## src/core/read_port_defines.svh

```systemverilog
`ifndef READ_PORT_DEFINES_SVH
`define READ_PORT_DEFINES_SVH

// ************************************************************
// Result word and frame constants
// ************************************************************
`define RP_RESULT_BITS 5'h16
`define RP_SENT_RESET 5'h00
`define RP_CTRL_RESET 8'h00
`define RP_IN_MODE_RESET 2'h0
`define RP_CHAIN_CODE0 8'h00
`define RP_CHAIN_CODE1 8'h01

// ************************************************************
// Output control field codes
// ************************************************************
`define RP_LAUNCH_EDL 2'h1
`define RP_LAUNCH_SRC 2'h3
`define RP_WIDTH_DUAL 2'h2
`define RP_WIDTH_QUAD 2'h3
`define RP_CLK_EXT 2'h0
`define RP_CLK_INT 2'h1
`define RP_CLK_DIV2 2'h2
`define RP_CLK_DIV4 2'h3

// ************************************************************
// Divider limits and lane group sizes
// ************************************************************
`define RP_DIV_LIMIT_INT 2'h0
`define RP_DIV_LIMIT_DIV2 2'h1
`define RP_DIV_LIMIT_DIV4 2'h3
`define RP_GROUP_ONE 3'h1
`define RP_GROUP_TWO 3'h2
`define RP_GROUP_FOUR 3'h4

`endif

```

## src/core/read_port_pkg.sv

```systemverilog
`default_nettype none
`include "read_port_defines.svh"

package read_port_pkg;

  // ************************************************************
  // Output control register layout
  // ************************************************************
  typedef struct packed {
    logic [1:0] sync_clock_source_sel; // Sync clock source
    logic spare; // Unused bit
    logic ddr; // Double-rate select
    logic [1:0] lane_width_sel; // Lane count
    logic [1:0] output_launch_mode; // Legacy, early or sync
  } cfg_s;

  // Frame kind
  typedef enum logic [1:0] {
    FR_IDLE = 2'b00,
    FR_LEGACY = 2'b01,
    FR_SYNC = 2'b10
  } frame_e;

  // ************************************************************
  // Module state records
  // ************************************************************
  typedef struct packed {
    logic [21:0] sr; // Bits still to send
    logic [3:0] lanes; // Driven lane values
    logic [4:0] sent; // Bits presented so far
  } shift_state_s;

  typedef struct packed {
    logic [1:0] cnt; // Divider count
    logic tick; // Toggle request
  } div_state_s;

  typedef struct packed {
    logic cs_q; // Previous chip select
    logic sclk_q; // Previous serial clock
    cfg_s cfg; // Latched output control
    logic [1:0] in_mode; // Latched input phase mode
    logic rck; // Ready/clock pin value
    frame_e frame; // Current frame kind
  } main_state_s;

  // Bits per launch for a width code
  function automatic logic [2:0] group_bits(input logic [1:0] width);
    case (width)
      `RP_WIDTH_QUAD: group_bits = `RP_GROUP_FOUR;
      `RP_WIDTH_DUAL: group_bits = `RP_GROUP_TWO;
      default: group_bits = `RP_GROUP_ONE;
    endcase
  endfunction

endpackage
`default_nettype wire

```

## src/core/clock_source_divider.sv

```systemverilog
`timescale 1ns/1ps
`default_nettype none
`include "read_port_defines.svh"

module clock_source_divider (
  input wire logic clk_in,
  input wire logic rst_b_in,
  input wire logic run_in,
  input wire logic [1:0] sel_in,
  output logic tick_out
);

  // ************************************************************
  // State
  // ************************************************************
  read_port_pkg::div_state_s st_r; // Registered state
  read_port_pkg::div_state_s st_nxt; // Next state
  logic [1:0] limit; // Terminal count for source

  // Next-state logic: one tick per divided period
  always_comb begin
    st_nxt = st_r;
    case (sel_in)
      `RP_CLK_DIV2: limit = `RP_DIV_LIMIT_DIV2; // Half rate
      `RP_CLK_DIV4: limit = `RP_DIV_LIMIT_DIV4; // Quarter rate
      default: limit = `RP_DIV_LIMIT_INT; // Oscillator rate
    endcase
    if (!run_in) begin
      // Idle between frames
      st_nxt.cnt = 2'h0;
      st_nxt.tick = 1'b0;
    end else if (st_r.cnt >= limit) begin
      // Period done
      st_nxt.cnt = 2'h0;
      st_nxt.tick = 1'b1;
    end else begin
      st_nxt.cnt = st_r.cnt + 2'h1;
      st_nxt.tick = 1'b0;
    end
  end

  // State register
  always_ff @(posedge clk_in or negedge rst_b_in) begin
    if (!rst_b_in) begin
      st_r <= '0;
    end else begin
      st_r <= st_nxt;
    end
  end

  assign tick_out = st_r.tick;

endmodule // clock_source_divider
`default_nettype wire

```

## src/core/lane_shifter.sv

```systemverilog
`timescale 1ns/1ps
`default_nettype none
`include "read_port_defines.svh"

module lane_shifter (
  input wire logic clk_in,
  input wire logic rst_b_in,
  input wire logic load_in,
  input wire logic present_in,
  input wire logic shift_in,
  input wire logic clear_in,
  input wire logic [1:0] width_in,
  input wire logic [21:0] data_in,
  input wire logic fill_in,
  output logic [3:0] lanes_out,
  output logic done_out
);

  // ************************************************************
  // State
  // ************************************************************
  read_port_pkg::shift_state_s st_r; // Registered state
  read_port_pkg::shift_state_s st_nxt; // Next state
  logic [4:0] bits; // Bits per launch

  // Top group of a word, lane 0 takes the oldest bit
  function automatic logic [3:0] group(input logic [21:0] w, input logic [1:0] width);
    case (width)
      `RP_WIDTH_QUAD: group = {w[18], w[19], w[20], w[21]};
      `RP_WIDTH_DUAL: group = {2'h0, w[20], w[21]};
      default: group = {3'h0, w[21]};
    endcase
  endfunction

  // Word after one launch; single lane takes the fill bit
  function automatic logic [21:0] advance(input logic [21:0] w, input logic [1:0] width,
                                          input logic fill);
    case (width)
      `RP_WIDTH_QUAD: advance = {w[17:0], 4'h0};
      `RP_WIDTH_DUAL: advance = {w[19:0], 2'h0};
      default: advance = {w[20:0], fill};
    endcase
  endfunction

  // Next-state logic: load, launch or clear
  always_comb begin
    st_nxt = st_r;
    bits = {2'h0, read_port_pkg::group_bits(width_in)};
    if (clear_in) begin
      // Lanes rest low between frames
      st_nxt.lanes = 4'h0;
    end else if (load_in) begin
      // MSB first, optionally shown at once
      st_nxt.sr = present_in ? advance(data_in, width_in, fill_in) : data_in;
      st_nxt.lanes = present_in ? group(data_in, width_in) : 4'h0;
      st_nxt.sent = present_in ? bits : `RP_SENT_RESET;
    end else if (shift_in) begin
      // All active lanes launch together
      st_nxt.lanes = group(st_r.sr, width_in);
      st_nxt.sr = advance(st_r.sr, width_in, fill_in);
      if (st_r.sent < `RP_RESULT_BITS) begin
        st_nxt.sent = st_r.sent + bits;
      end
    end
  end

  // State register
  always_ff @(posedge clk_in or negedge rst_b_in) begin
    if (!rst_b_in) begin
      st_r <= '0;
    end else begin
      st_r <= st_nxt;
    end
  end

  assign lanes_out = st_r.lanes;
  assign done_out = (st_r.sent >= `RP_RESULT_BITS);

endmodule // lane_shifter
`default_nettype wire

```

## src/core/adc_multilane_read_port.sv

```systemverilog
`timescale 1ns/1ps
`default_nettype none
`include "read_port_defines.svh"

// What this block does
// - Lane count raised to two or four
// - Launch edge follows polarity and phase
// - Dual width drives lanes zero and one
// - Quad width drives all four lanes
// - Control codes pick width; fewer clocks needed
// - Early launch only for phase modes 00/10
// - Early launch moves bits half clock earlier
// - Ready/clock pin low in legacy frames
// - No chain pass-through unless control 00h/01h
// - Zeros follow the result on lanes outside chain mode
// - Sync mode drives clock aligned with data
// - Sync clock from serial or divided oscillator
// - All widths also work in sync mode
// - Sync dual launches two bits on rise
// - Sync quad launches four bits on rise
// - Reset returns to idle-low, rising-capture mode
// - Double rate launches on both sync clock edges; legacy frames ignore it

module adc_multilane_read_port (
  input wire logic clk_in,
  input wire logic rst_b_in,
  input wire logic cs_b_in,
  input wire logic sclk_in,
  input wire logic cfg_write_in,
  input wire logic [7:0] output_control_reg_in,
  input wire logic [7:0] input_control_reg_in,
  input wire logic [21:0] result_in,
  input wire logic daisy_in,
  output logic out_lane0_out,
  output logic out_lane1_out,
  output logic out_lane2_out,
  output logic out_lane3_out,
  output logic ready_clock_out
);

  // ************************************************************
  // State and decode
  // ************************************************************
  read_port_pkg::main_state_s st_r; // Registered state
  read_port_pkg::main_state_s st_nxt; // Next state
  logic frame; // Chip select active
  logic cs_fall; // Frame start
  logic sclk_rise; // Serial clock rose
  logic sclk_fall; // Serial clock fell
  logic early_launch; // Early launch in force
  logic edge_rise; // Legacy launch on rising edge
  logic legacy_shift; // Legacy launch event
  logic rck_rise; // Output clock rises
  logic rck_fall; // Output clock falls
  logic sync_shift; // Sync launch event
  logic shift; // Any launch event
  logic present; // MSB shown at frame start
  logic chain_mode; // Pass-through allowed
  logic fill; // Bit fed behind the result
  logic div_run; // Divider enable
  logic tick; // Divided oscillator tick
  logic done; // Whole result presented
  logic [3:0] lanes; // Shifter lane values

  // ************************************************************
  // Frame control
  // ************************************************************

  // Next-state and event logic
  always_comb begin
    st_nxt = st_r;
    st_nxt.cs_q = cs_b_in;
    st_nxt.sclk_q = sclk_in;
    frame = !cs_b_in;
    cs_fall = st_r.cs_q && !cs_b_in;
    sclk_rise = !st_r.sclk_q && sclk_in;
    sclk_fall = st_r.sclk_q && !sclk_in;
    // Early launch ignored for phase modes 01/11
    early_launch = (st_r.cfg.output_launch_mode == `RP_LAUNCH_EDL) && !st_r.in_mode[0];
    // Modes 01/10 launch on rise, 00/11 on fall; early launch moves 00 to rise and 10 to fall
    edge_rise = (st_r.in_mode[1] ^ st_r.in_mode[0]) ^ early_launch;
    legacy_shift = (st_r.frame == read_port_pkg::FR_LEGACY) && frame
                   && (edge_rise ? sclk_rise : sclk_fall);
    chain_mode = (8'(st_r.cfg) == `RP_CHAIN_CODE0) || (8'(st_r.cfg) == `RP_CHAIN_CODE1);
    fill = chain_mode ? daisy_in : 1'b0;
    // First bit at chip select for phase-low modes, except with sync launch
    present = (st_r.cfg.output_launch_mode != `RP_LAUNCH_SRC) && !st_r.in_mode[0];
    div_run = frame && (st_r.frame == read_port_pkg::FR_SYNC)
              && (st_r.cfg.sync_clock_source_sel != `RP_CLK_EXT);

    // Frame kind
    case (st_r.frame)
      read_port_pkg::FR_IDLE: begin
        // Kind fixed at chip select
        if (cs_fall) begin
          if (st_r.cfg.output_launch_mode == `RP_LAUNCH_SRC) begin
            st_nxt.frame = read_port_pkg::FR_SYNC;
          end else begin
            st_nxt.frame = read_port_pkg::FR_LEGACY;
          end
        end
      end
      read_port_pkg::FR_LEGACY, read_port_pkg::FR_SYNC: begin
        if (!frame) begin
          st_nxt.frame = read_port_pkg::FR_IDLE;
        end
      end
      default: begin
        st_nxt.frame = read_port_pkg::FR_IDLE;
      end
    endcase

    // Output clock: low outside sync frames
    if (!frame || st_r.frame != read_port_pkg::FR_SYNC) begin
      st_nxt.rck = 1'b0;
    end else if (st_r.cfg.sync_clock_source_sel == `RP_CLK_EXT) begin
      // Follows the host serial clock
      st_nxt.rck = sclk_in;
    end else if (tick && (!done || st_r.rck)) begin
      // Divided oscillator; stops low after last group
      st_nxt.rck = !st_r.rck;
    end
    rck_rise = !st_r.rck && st_nxt.rck;
    rck_fall = st_r.rck && !st_nxt.rck;
    // Launch with the clock edge, both edges in double rate
    sync_shift = (st_r.frame == read_port_pkg::FR_SYNC) && frame
                 && (rck_rise || (st_r.cfg.ddr && rck_fall));
    shift = legacy_shift || sync_shift;

    // Configuration only between frames
    if (cfg_write_in && cs_b_in) begin
      st_nxt.cfg = read_port_pkg::cfg_s'(output_control_reg_in);
      st_nxt.in_mode = input_control_reg_in[1:0];
    end
  end

  // State register; reset restores idle-low, rising capture
  always_ff @(posedge clk_in or negedge rst_b_in) begin
    if (!rst_b_in) begin
      st_r.cs_q <= 1'b1;
      st_r.sclk_q <= 1'b0;
      st_r.cfg <= read_port_pkg::cfg_s'(`RP_CTRL_RESET);
      st_r.in_mode <= `RP_IN_MODE_RESET;
      st_r.rck <= 1'b0;
      st_r.frame <= read_port_pkg::FR_IDLE;
    end else begin
      st_r <= st_nxt;
    end
  end

  // ************************************************************
  // Sub-blocks
  // ************************************************************

  // Divided internal oscillator
  clock_source_divider u_divider (
    .clk_in(clk_in),
    .rst_b_in(rst_b_in),
    .run_in(div_run),
    .sel_in(st_r.cfg.sync_clock_source_sel),
    .tick_out(tick)
  );

  // Result serializer
  lane_shifter u_shifter (
    .clk_in(clk_in),
    .rst_b_in(rst_b_in),
    .load_in(cs_fall),
    .present_in(present),
    .shift_in(shift && !cs_fall),
    .clear_in(!frame),
    .width_in(st_r.cfg.lane_width_sel),
    .data_in(result_in),
    .fill_in(fill),
    .lanes_out(lanes),
    .done_out(done)
  );

  // Pins come straight from registers
  assign out_lane0_out = lanes[0];
  assign out_lane1_out = lanes[1];
  assign out_lane2_out = lanes[2];
  assign out_lane3_out = lanes[3];
  assign ready_clock_out = st_r.rck;

  // ************************************************************
  // Checks
  // ************************************************************

  property p_rdy_low_legacy;
    @(posedge clk_in) disable iff (!rst_b_in)
    (st_r.frame == read_port_pkg::FR_LEGACY) |-> !ready_clock_out;
  endproperty
  a_rdy_low_legacy: assert property (p_rdy_low_legacy) else $error("ready pin high in legacy frame");

  property p_dual_upper_idle;
    @(posedge clk_in) disable iff (!rst_b_in)
    (st_r.cfg.lane_width_sel == `RP_WIDTH_DUAL) |-> (!out_lane2_out && !out_lane3_out);
  endproperty
  a_dual_upper_idle: assert property (p_dual_upper_idle) else $error("upper lanes active in dual");

  property p_single_lane_only;
    @(posedge clk_in) disable iff (!rst_b_in)
    (st_r.cfg.lane_width_sel[1] == 1'b0) |-> (lanes[3:1] == 3'h0);
  endproperty
  a_single_lane_only: assert property (p_single_lane_only) else $error("extra lanes in single");

  property p_mode00_hold_on_rise;
    @(posedge clk_in) disable iff (!rst_b_in)
    (st_r.frame == read_port_pkg::FR_LEGACY && st_r.in_mode == 2'h0 && !early_launch && sclk_rise && frame)
    |=> $stable(lanes);
  endproperty
  a_mode00_hold_on_rise: assert property (p_mode00_hold_on_rise) else $error("launch on capture edge");

  property p_edl_ignored_mode01;
    @(posedge clk_in) disable iff (!rst_b_in)
    (st_r.frame == read_port_pkg::FR_LEGACY && st_r.in_mode == 2'h1 && sclk_fall && !cs_fall && frame)
    |=> $stable(lanes);
  endproperty
  a_edl_ignored_mode01: assert property (p_edl_ignored_mode01) else $error("early launch in mode 01");

  property p_edl_hold_on_fall;
    @(posedge clk_in) disable iff (!rst_b_in)
    (st_r.frame == read_port_pkg::FR_LEGACY && early_launch && st_r.in_mode == 2'h0 && sclk_fall && frame)
    |=> $stable(lanes);
  endproperty
  a_edl_hold_on_fall: assert property (p_edl_hold_on_fall) else $error("early launch on wrong edge");

  property p_zeros_after_result;
    @(posedge clk_in) disable iff (!rst_b_in)
    (done && !chain_mode && shift && !cs_fall && frame) |=> (lanes == 4'h0);
  endproperty
  a_zeros_after_result: assert property (p_zeros_after_result) else $error("nonzero after result");

  property p_sdr_launch_on_rise;
    @(posedge clk_in) disable iff (!rst_b_in)
    ($changed(lanes) && !cs_b_in && $past(!cs_b_in) && $past(st_r.frame == read_port_pkg::FR_SYNC)
     && !st_r.cfg.ddr) |-> $rose(ready_clock_out);
  endproperty
  a_sdr_launch_on_rise: assert property (p_sdr_launch_on_rise) else $error("sync data off rising edge");

  property p_int_clock_on_tick;
    @(posedge clk_in) disable iff (!rst_b_in)
    ($changed(ready_clock_out) && !cs_b_in && $past(st_r.frame == read_port_pkg::FR_SYNC)
     && st_r.cfg.sync_clock_source_sel != `RP_CLK_EXT) |-> $past(tick);
  endproperty
  a_int_clock_on_tick: assert property (p_int_clock_on_tick) else $error("sync clock toggled without tick");

  property p_reset_mode;
    @(posedge clk_in)
    $rose(rst_b_in) |-> (st_r.in_mode == `RP_IN_MODE_RESET);
  endproperty
  a_reset_mode: assert property (p_reset_mode) else $error("phase mode not reset");

  property p_first_bit_at_select;
    @(posedge clk_in) disable iff (!rst_b_in)
    (cs_fall && present)
    |=> (lanes[0] == $past(result_in[21]));
  endproperty
  a_first_bit_at_select: assert property (p_first_bit_at_select) else $error("msb not shown at select");

  property p_late_first_bit;
    @(posedge clk_in) disable iff (!rst_b_in)
    (cs_fall && st_r.in_mode[0])
    |=> (lanes == 4'h0);
  endproperty
  a_late_first_bit: assert property (p_late_first_bit) else $error("bit shown before launch edge");

  property p_dual_lane_order;
    @(posedge clk_in) disable iff (!rst_b_in)
    (cs_fall && present && st_r.cfg.lane_width_sel == `RP_WIDTH_DUAL)
    |=> (lanes == {2'h0, $past(result_in[20]), $past(result_in[21])});
  endproperty
  a_dual_lane_order: assert property (p_dual_lane_order) else $error("dual lane order wrong");

  property p_quad_lane_order;
    @(posedge clk_in) disable iff (!rst_b_in)
    (cs_fall && present && st_r.cfg.lane_width_sel == `RP_WIDTH_QUAD)
    |=> (lanes == {$past(result_in[18]), $past(result_in[19]), $past(result_in[20]), $past(result_in[21])});
  endproperty
  a_quad_lane_order: assert property (p_quad_lane_order) else $error("quad lane order wrong");

  property p_idle_clock_low;
    @(posedge clk_in) disable iff (!rst_b_in)
    (st_r.frame == read_port_pkg::FR_IDLE)
    |-> !ready_clock_out;
  endproperty
  a_idle_clock_low: assert property (p_idle_clock_low) else $error("ready pin high between frames");

  property p_ext_clock_follows;
    @(posedge clk_in) disable iff (!rst_b_in)
    (st_r.frame == read_port_pkg::FR_SYNC && frame && st_r.cfg.sync_clock_source_sel == `RP_CLK_EXT)
    |=> (ready_clock_out == $past(sclk_in));
  endproperty
  a_ext_clock_follows: assert property (p_ext_clock_follows) else $error("sync clock off serial clock");

  property p_osc_clock_parks;
    @(posedge clk_in) disable iff (!rst_b_in)
    (st_r.frame == read_port_pkg::FR_SYNC && frame && st_r.cfg.sync_clock_source_sel != `RP_CLK_EXT
     && done && !ready_clock_out) |=> !ready_clock_out;
  endproperty
  a_osc_clock_parks: assert property (p_osc_clock_parks) else $error("sync clock ran after result");

endmodule // adc_multilane_read_port
`default_nettype wire

```

## config.mk

```make
export PLATFORM = sky130hd
export DESIGN_NAME = adc_multilane_read_port
export DESIGN_NICKNAME = d
export VERILOG_FILES = /design/src/core/read_port_pkg.sv /design/src/core/clock_source_divider.sv /design/src/core/lane_shifter.sv /design/src/core/adc_multilane_read_port.sv
export VERILOG_INCLUDE_DIRS = /design/src /design/src/core
export SDC_FILE = /design/constraint.sdc
export NUM_CORES = 1
export LEC_CHECK = 0
export ABC_AREA = 1
export BUFFER_PORTS_ARGS = -buffer_cell sky130_fd_sc_hd__buf_2
export CORE_AREA = 2 2 104 146
export CTS_CLUSTER_SIZE = 12
export DETAILED_ROUTE_END_ITERATION = 10
export DIE_AREA = 0 0 106 148
export GPL_TIMING_DRIVEN = 0
export PLACE_DENSITY = 0.44
export SETUP_SLACK_MARGIN = 0.3
export SKIP_CTS_REPAIR_TIMING = 1
export SLEW_MARGIN = 20
export SYNTH_ARGS = -nofsm -noshare
export SYNTH_HDL_FRONTEND = slang
export SYNTH_SLANG_ARGS = --single-unit
```

## constraint.sdc

```tcl
create_clock -name clk_in -period 2.13 [get_ports clk_in]
set_input_delay 0.1065 -clock clk_in [delete_from_list [all_inputs] [get_ports clk_in]]
set_output_delay 0.1065 -clock clk_in [all_outputs]
set_load 0.02 [all_outputs]
```

==> impl.org <==
** Setup path
- For the worst flop-to-flop path, the logic depth is 13.
- Type of the setup path with the least slack :: reg2reg
- The signal on the critical path passes through inv_2 -> ha_4 -> nand2_4 -> nor2_4 -> inv_2 -> nand2_2 -> nand3_2 -> nand3_4 -> nand3_4 -> buf_6 -> buf_6 -> nand2_2 -> o21ai_1.
- Worst reg2reg setup slack :: approximately 0.32 ns
- Kind of end point of the critical path :: register
- The largest single stage delay on the critical path is a little over 0.4 ns.
- STA classifies the critical path startpoint as a register.
- At the worst endpoint, the required time is ~2.3 ns.
- The most critical setup path has its endpoint at u_shifter.st_r[10]$_DFFE_PN0P_.
- Endpoint of the most critical register-to-register path :: u_shifter.st_r[10]$_DFFE_PN0P_
- Launch point of the worst path :: st_r[0]$_DFFE_PN0P_
- In this run the critical register-to-register path is launched from st_r[0]$_DFFE_PN0P_.
- For the worst setup path, the data arrival time is about 2 ns.
- Highest fanout seen on the critical path :: 6
- Crit-path slowest cell :: dfrtp_1

** Yosys
- When the netlist entered floorplanning its net count stood at between 500 and 600.
- Share of flip-flops with an asynchronous set or reset :: 100%
- After synthesis, the netlist uses 36 different library cells.
- The top cell type by area accounts for approximately 35% of the synthesized area.
- Number of enable-type register cells in the synthesized netlist :: 0
- Yosys synthesis warning count :: 0
- Share of synthesized area occupied by flip-flops and latches :: a little over a third
- After synthesis, the most frequently instantiated cells are 175 x nand2_1, 53 x inv_1, 48 x dfrtp_1, 29 x o21ai_0, 25 x a21oi_1.
- Synthesis-stage register bit count :: 49
- In the synthesized netlist the dominant register cell turns out to be dfrtp_1.
- In this run the mean area of a mapped cell was between 6 and 7 µm².
- After synthesis, the cell types taking the most area are dfrtp_1 35%, nand2_1 19%, inv_1 5.9%.
- Largest area contributor in the synthesized netlist :: dfrtp_1
- Count leader, synth :: nand2_1
- Post-synthesis instance area :: roughly 3400 µm²
- Number of instances in the synthesized netlist :: around 500

** Timing
- Final setup violation count :: 0
- Based on the critical path, the design can be clocked at up to ~550 MHz.
- Setup repair after global routing could not meet its margin everywhere.
- Period utilization :: 85.0%
- The smallest clock period supported by the final layout is computed as between 1.5 and 2 ns.
- Worst max-slew margin expressed relative to the limit :: 57.3%
- Final worst setup slack :: between 0.3 and 0.4 ns
- At the pin with the least slew margin, the transition time is 0.641 ns.
- The final-report max-slew violation count was 0.
- Clk_skew :: just over 0.009 ns
- Hold violation total from the final report :: 0

** Place
- Quantity of I/O buffers inserted on ports :: between 40 and 50
- In this run the cell area measured after placement is ~3800 µm².
- The congestion estimate from routability-driven global placement came to around 0.86.
- Hpwl dp :: between 8 and 9 mm
- Worst slack at placement :: -0.173 ns

** Finish
- Count of filler cells inserted in the layout :: roughly 1600
- Final standard cell area without fillers :: 4380 µm²
- For this run, the post-layout net count is slightly above 600.
- Summing all flip-flop and latch instances after layout gives 1230 µm².
- Cells with a size suffix above 1 make up about a quarter of the layout.
- In the final layout, the multi-input gates occupy between 1500 and 2000 µm².
- From synthesis to final layout, the design area changed by 29.0%.
- The repair_antennas step left the layout with diodes totalling 0.

** Power
- In this run the power density over the cells is approximately 950 nW/µm².
- VDD sags by at most between 300 and 400 µV.
- Summed over all cells, the static leakage comes to ~2.1 nW.

** Route
- For this run, design rule violations remaining after detail routing come to 0.
- Vias per Instance :: ~4.8
- Vias :: approximately 3600
- The routed design has around 12 mm of wire.
- Starting DRC count in detailed routing :: 196
- Number of antenna-violating nets in the routed design :: 0
- After detailed routing, the average wire length per cell comes to 15.3 µm.
- Detailed Routing Iterations Pass 1 :: 5

** Clock tree
- After clock tree synthesis, the clock-pin slew on the worst setup and hold paths is 0.08 ns.
- The longest clock path from root to sink contains 2 buffers.
- The tree is rooted in a clkbuf_16.
- CTS tree :: yes
- The tree built by TritonCTS fans out to 49 sinks.
- Worst-skew pair later-pin latency :: roughly 0.30 ns
- H-tree lvl count :: 2
- Cts bufs inserted :: 5

** Global route
- Met3 Usage GRT :: under 10%
- The total overflow left after global routing is 0.
- First-pass GRT wire length :: ~18 mm
- Across every metal layer, demand over resource in global routing totals 14.5%.
- Busiest layer in global routing :: met2
- Met1 Usage GRT :: roughly 17%
- Via count of the first global-routing pass :: roughly 3500
- Global routing used 26.2% of the available met2 tracks.
- Entering global routing, the biggest net connects 50 pins.
- The initial antenna violation count came to 0.

** Floorplanning
- Die height :: approximately 150 µm
- The floorplan step defined a die boundary enclosing 15700 µm².
- After floorplanning, the core was sized to cover approximately 14000 µm².
- Die Span X :: about 110 µm
- The initial utilization of the core area, before any placement, comes to 23.6%.
- Row generation in the floorplan step produced 52 rows.
- I/O pin cnt :: 49

** Run status
- Status :: completed

** Job
- Maxcap violations :: 0

** Min path
- Worst hold-check path type :: in2reg
state kept, by name (all words and copies together) (netlist names):
name,count
u_shifter.st_r,27
st_r,14
u_shifter.lanes_out,4
u_divider.st_r,2
ready_clock_out,1
u_divider.tick_out,1
cell usage in the layout, fill, tap and decap left out, types with 3 or more instances in the layout:
cell type      count
inv_1             49
o2111ai_1          5
clkbuf_16          5
o21ai_0           26
mux2_2             5
clkbuf_1           5
o211ai_1          17
buf_4             22
nor2_4             3
nand2_2           11
ha_1               5
dfrtp_1           46
nor2_1            12
a21oi_1           25
inv_2              6
nor3_1             3
nand2_1          164
buf_2             43
clkbuf_2           5
o21ai_1            7
dlygate4sd3_1      3
buf_6              8
nand4_1           18
nand3_1           17
o22ai_1           21
worst min-delay path by stage:
stage / startpoint / endpoint / slack (ns) / cells past startpoint
3_3_place_gp: sclk_in / st_r[13]$_DFF_PN0_ / 0.27 / 1
2_1_floorplan: rst_b_in / ready_clock_out$_DFF_PN0_ / -0.19 / 0
6_report: output_control_reg_in[4] / st_r[9]$_DFFE_PN0P_ / 0.03 / 2
5_1_grt: output_control_reg_in[0] / st_r[5]$_DFFE_PN0P_ / 0.03 / 2
3_5_place_dp: rst_b_in / u_divider.st_r[2]$_DFF_PN0_ / 0.19 / 1
4_1_cts: rst_b_in / u_divider.st_r[2]$_DFF_PN0_ / -0.15 / 1
power by group:
group | switching [W] | internal [W]
logic | 0.000987 | 0.000714
registers | 0.000284 | 0.00121
clock network | 0.000395 | 0.000565
kinds of logic (layout without fill, tap and decap cells):
family / after synthesis / count (layout) / share of synthesized area, %
muxes: 5 / 5 / 1.66
AOI/OAI and AO/OA: 109 / 109 / 19.3
DFF: 49 / 49 / 36.1
xor gates and xnor gates: 1 / 1 / 0.258
and+or+nand+nor: 237 / 237 / 29.3
adders and majority gates: 8 / 8 / 2.95
buffers and inverters: 85 / 158 / 10.4
through the flow:
stage                     TNS, ns  power (W)  hold WS (ns)  util, %  std cells
after floorplan                 0    0.00247        -0.189        -        494
after global placement     -0.384    0.00290         0.268     26.7        725
after detailed placement   -0.339    0.00292         0.191     26.8        725
after CTS                  -0.381    0.00390        -0.145     28.0        733
after global routing            0    0.00447        0.0280     30.5        756
final                           0    0.00416        0.0290     30.5        756
critical path, delay by kind of cell, from the launching register on:
family                   cells  cell delay [ns]
AO/OA/AOI/OAI                1             0.06
adder cells (fa/ha/maj)      1             0.13
AND/OR/NAND/NOR              7             0.65
flip-flops                   1             0.41
buffers and inverters        4             0.43
metal layers:
metal,up-vias,part of all wire [%]
li1,1800,-
met1,1713,42
met2,91,53
met3,13,3.8
met4,0,1.7
met5,-,0
final cells by class:
type                    count  area share (%)
multi-input cells         360            43.9
flip-flops and latches     49            28.1
repair buffers             65            9.22
well taps                 189            5.40
inverters                  59            5.37
plain buffers              26            4.05
clock buffers               5            2.85
clock inverters             3            1.14
No activity file was read; power rests on OpenSTA's default activity.
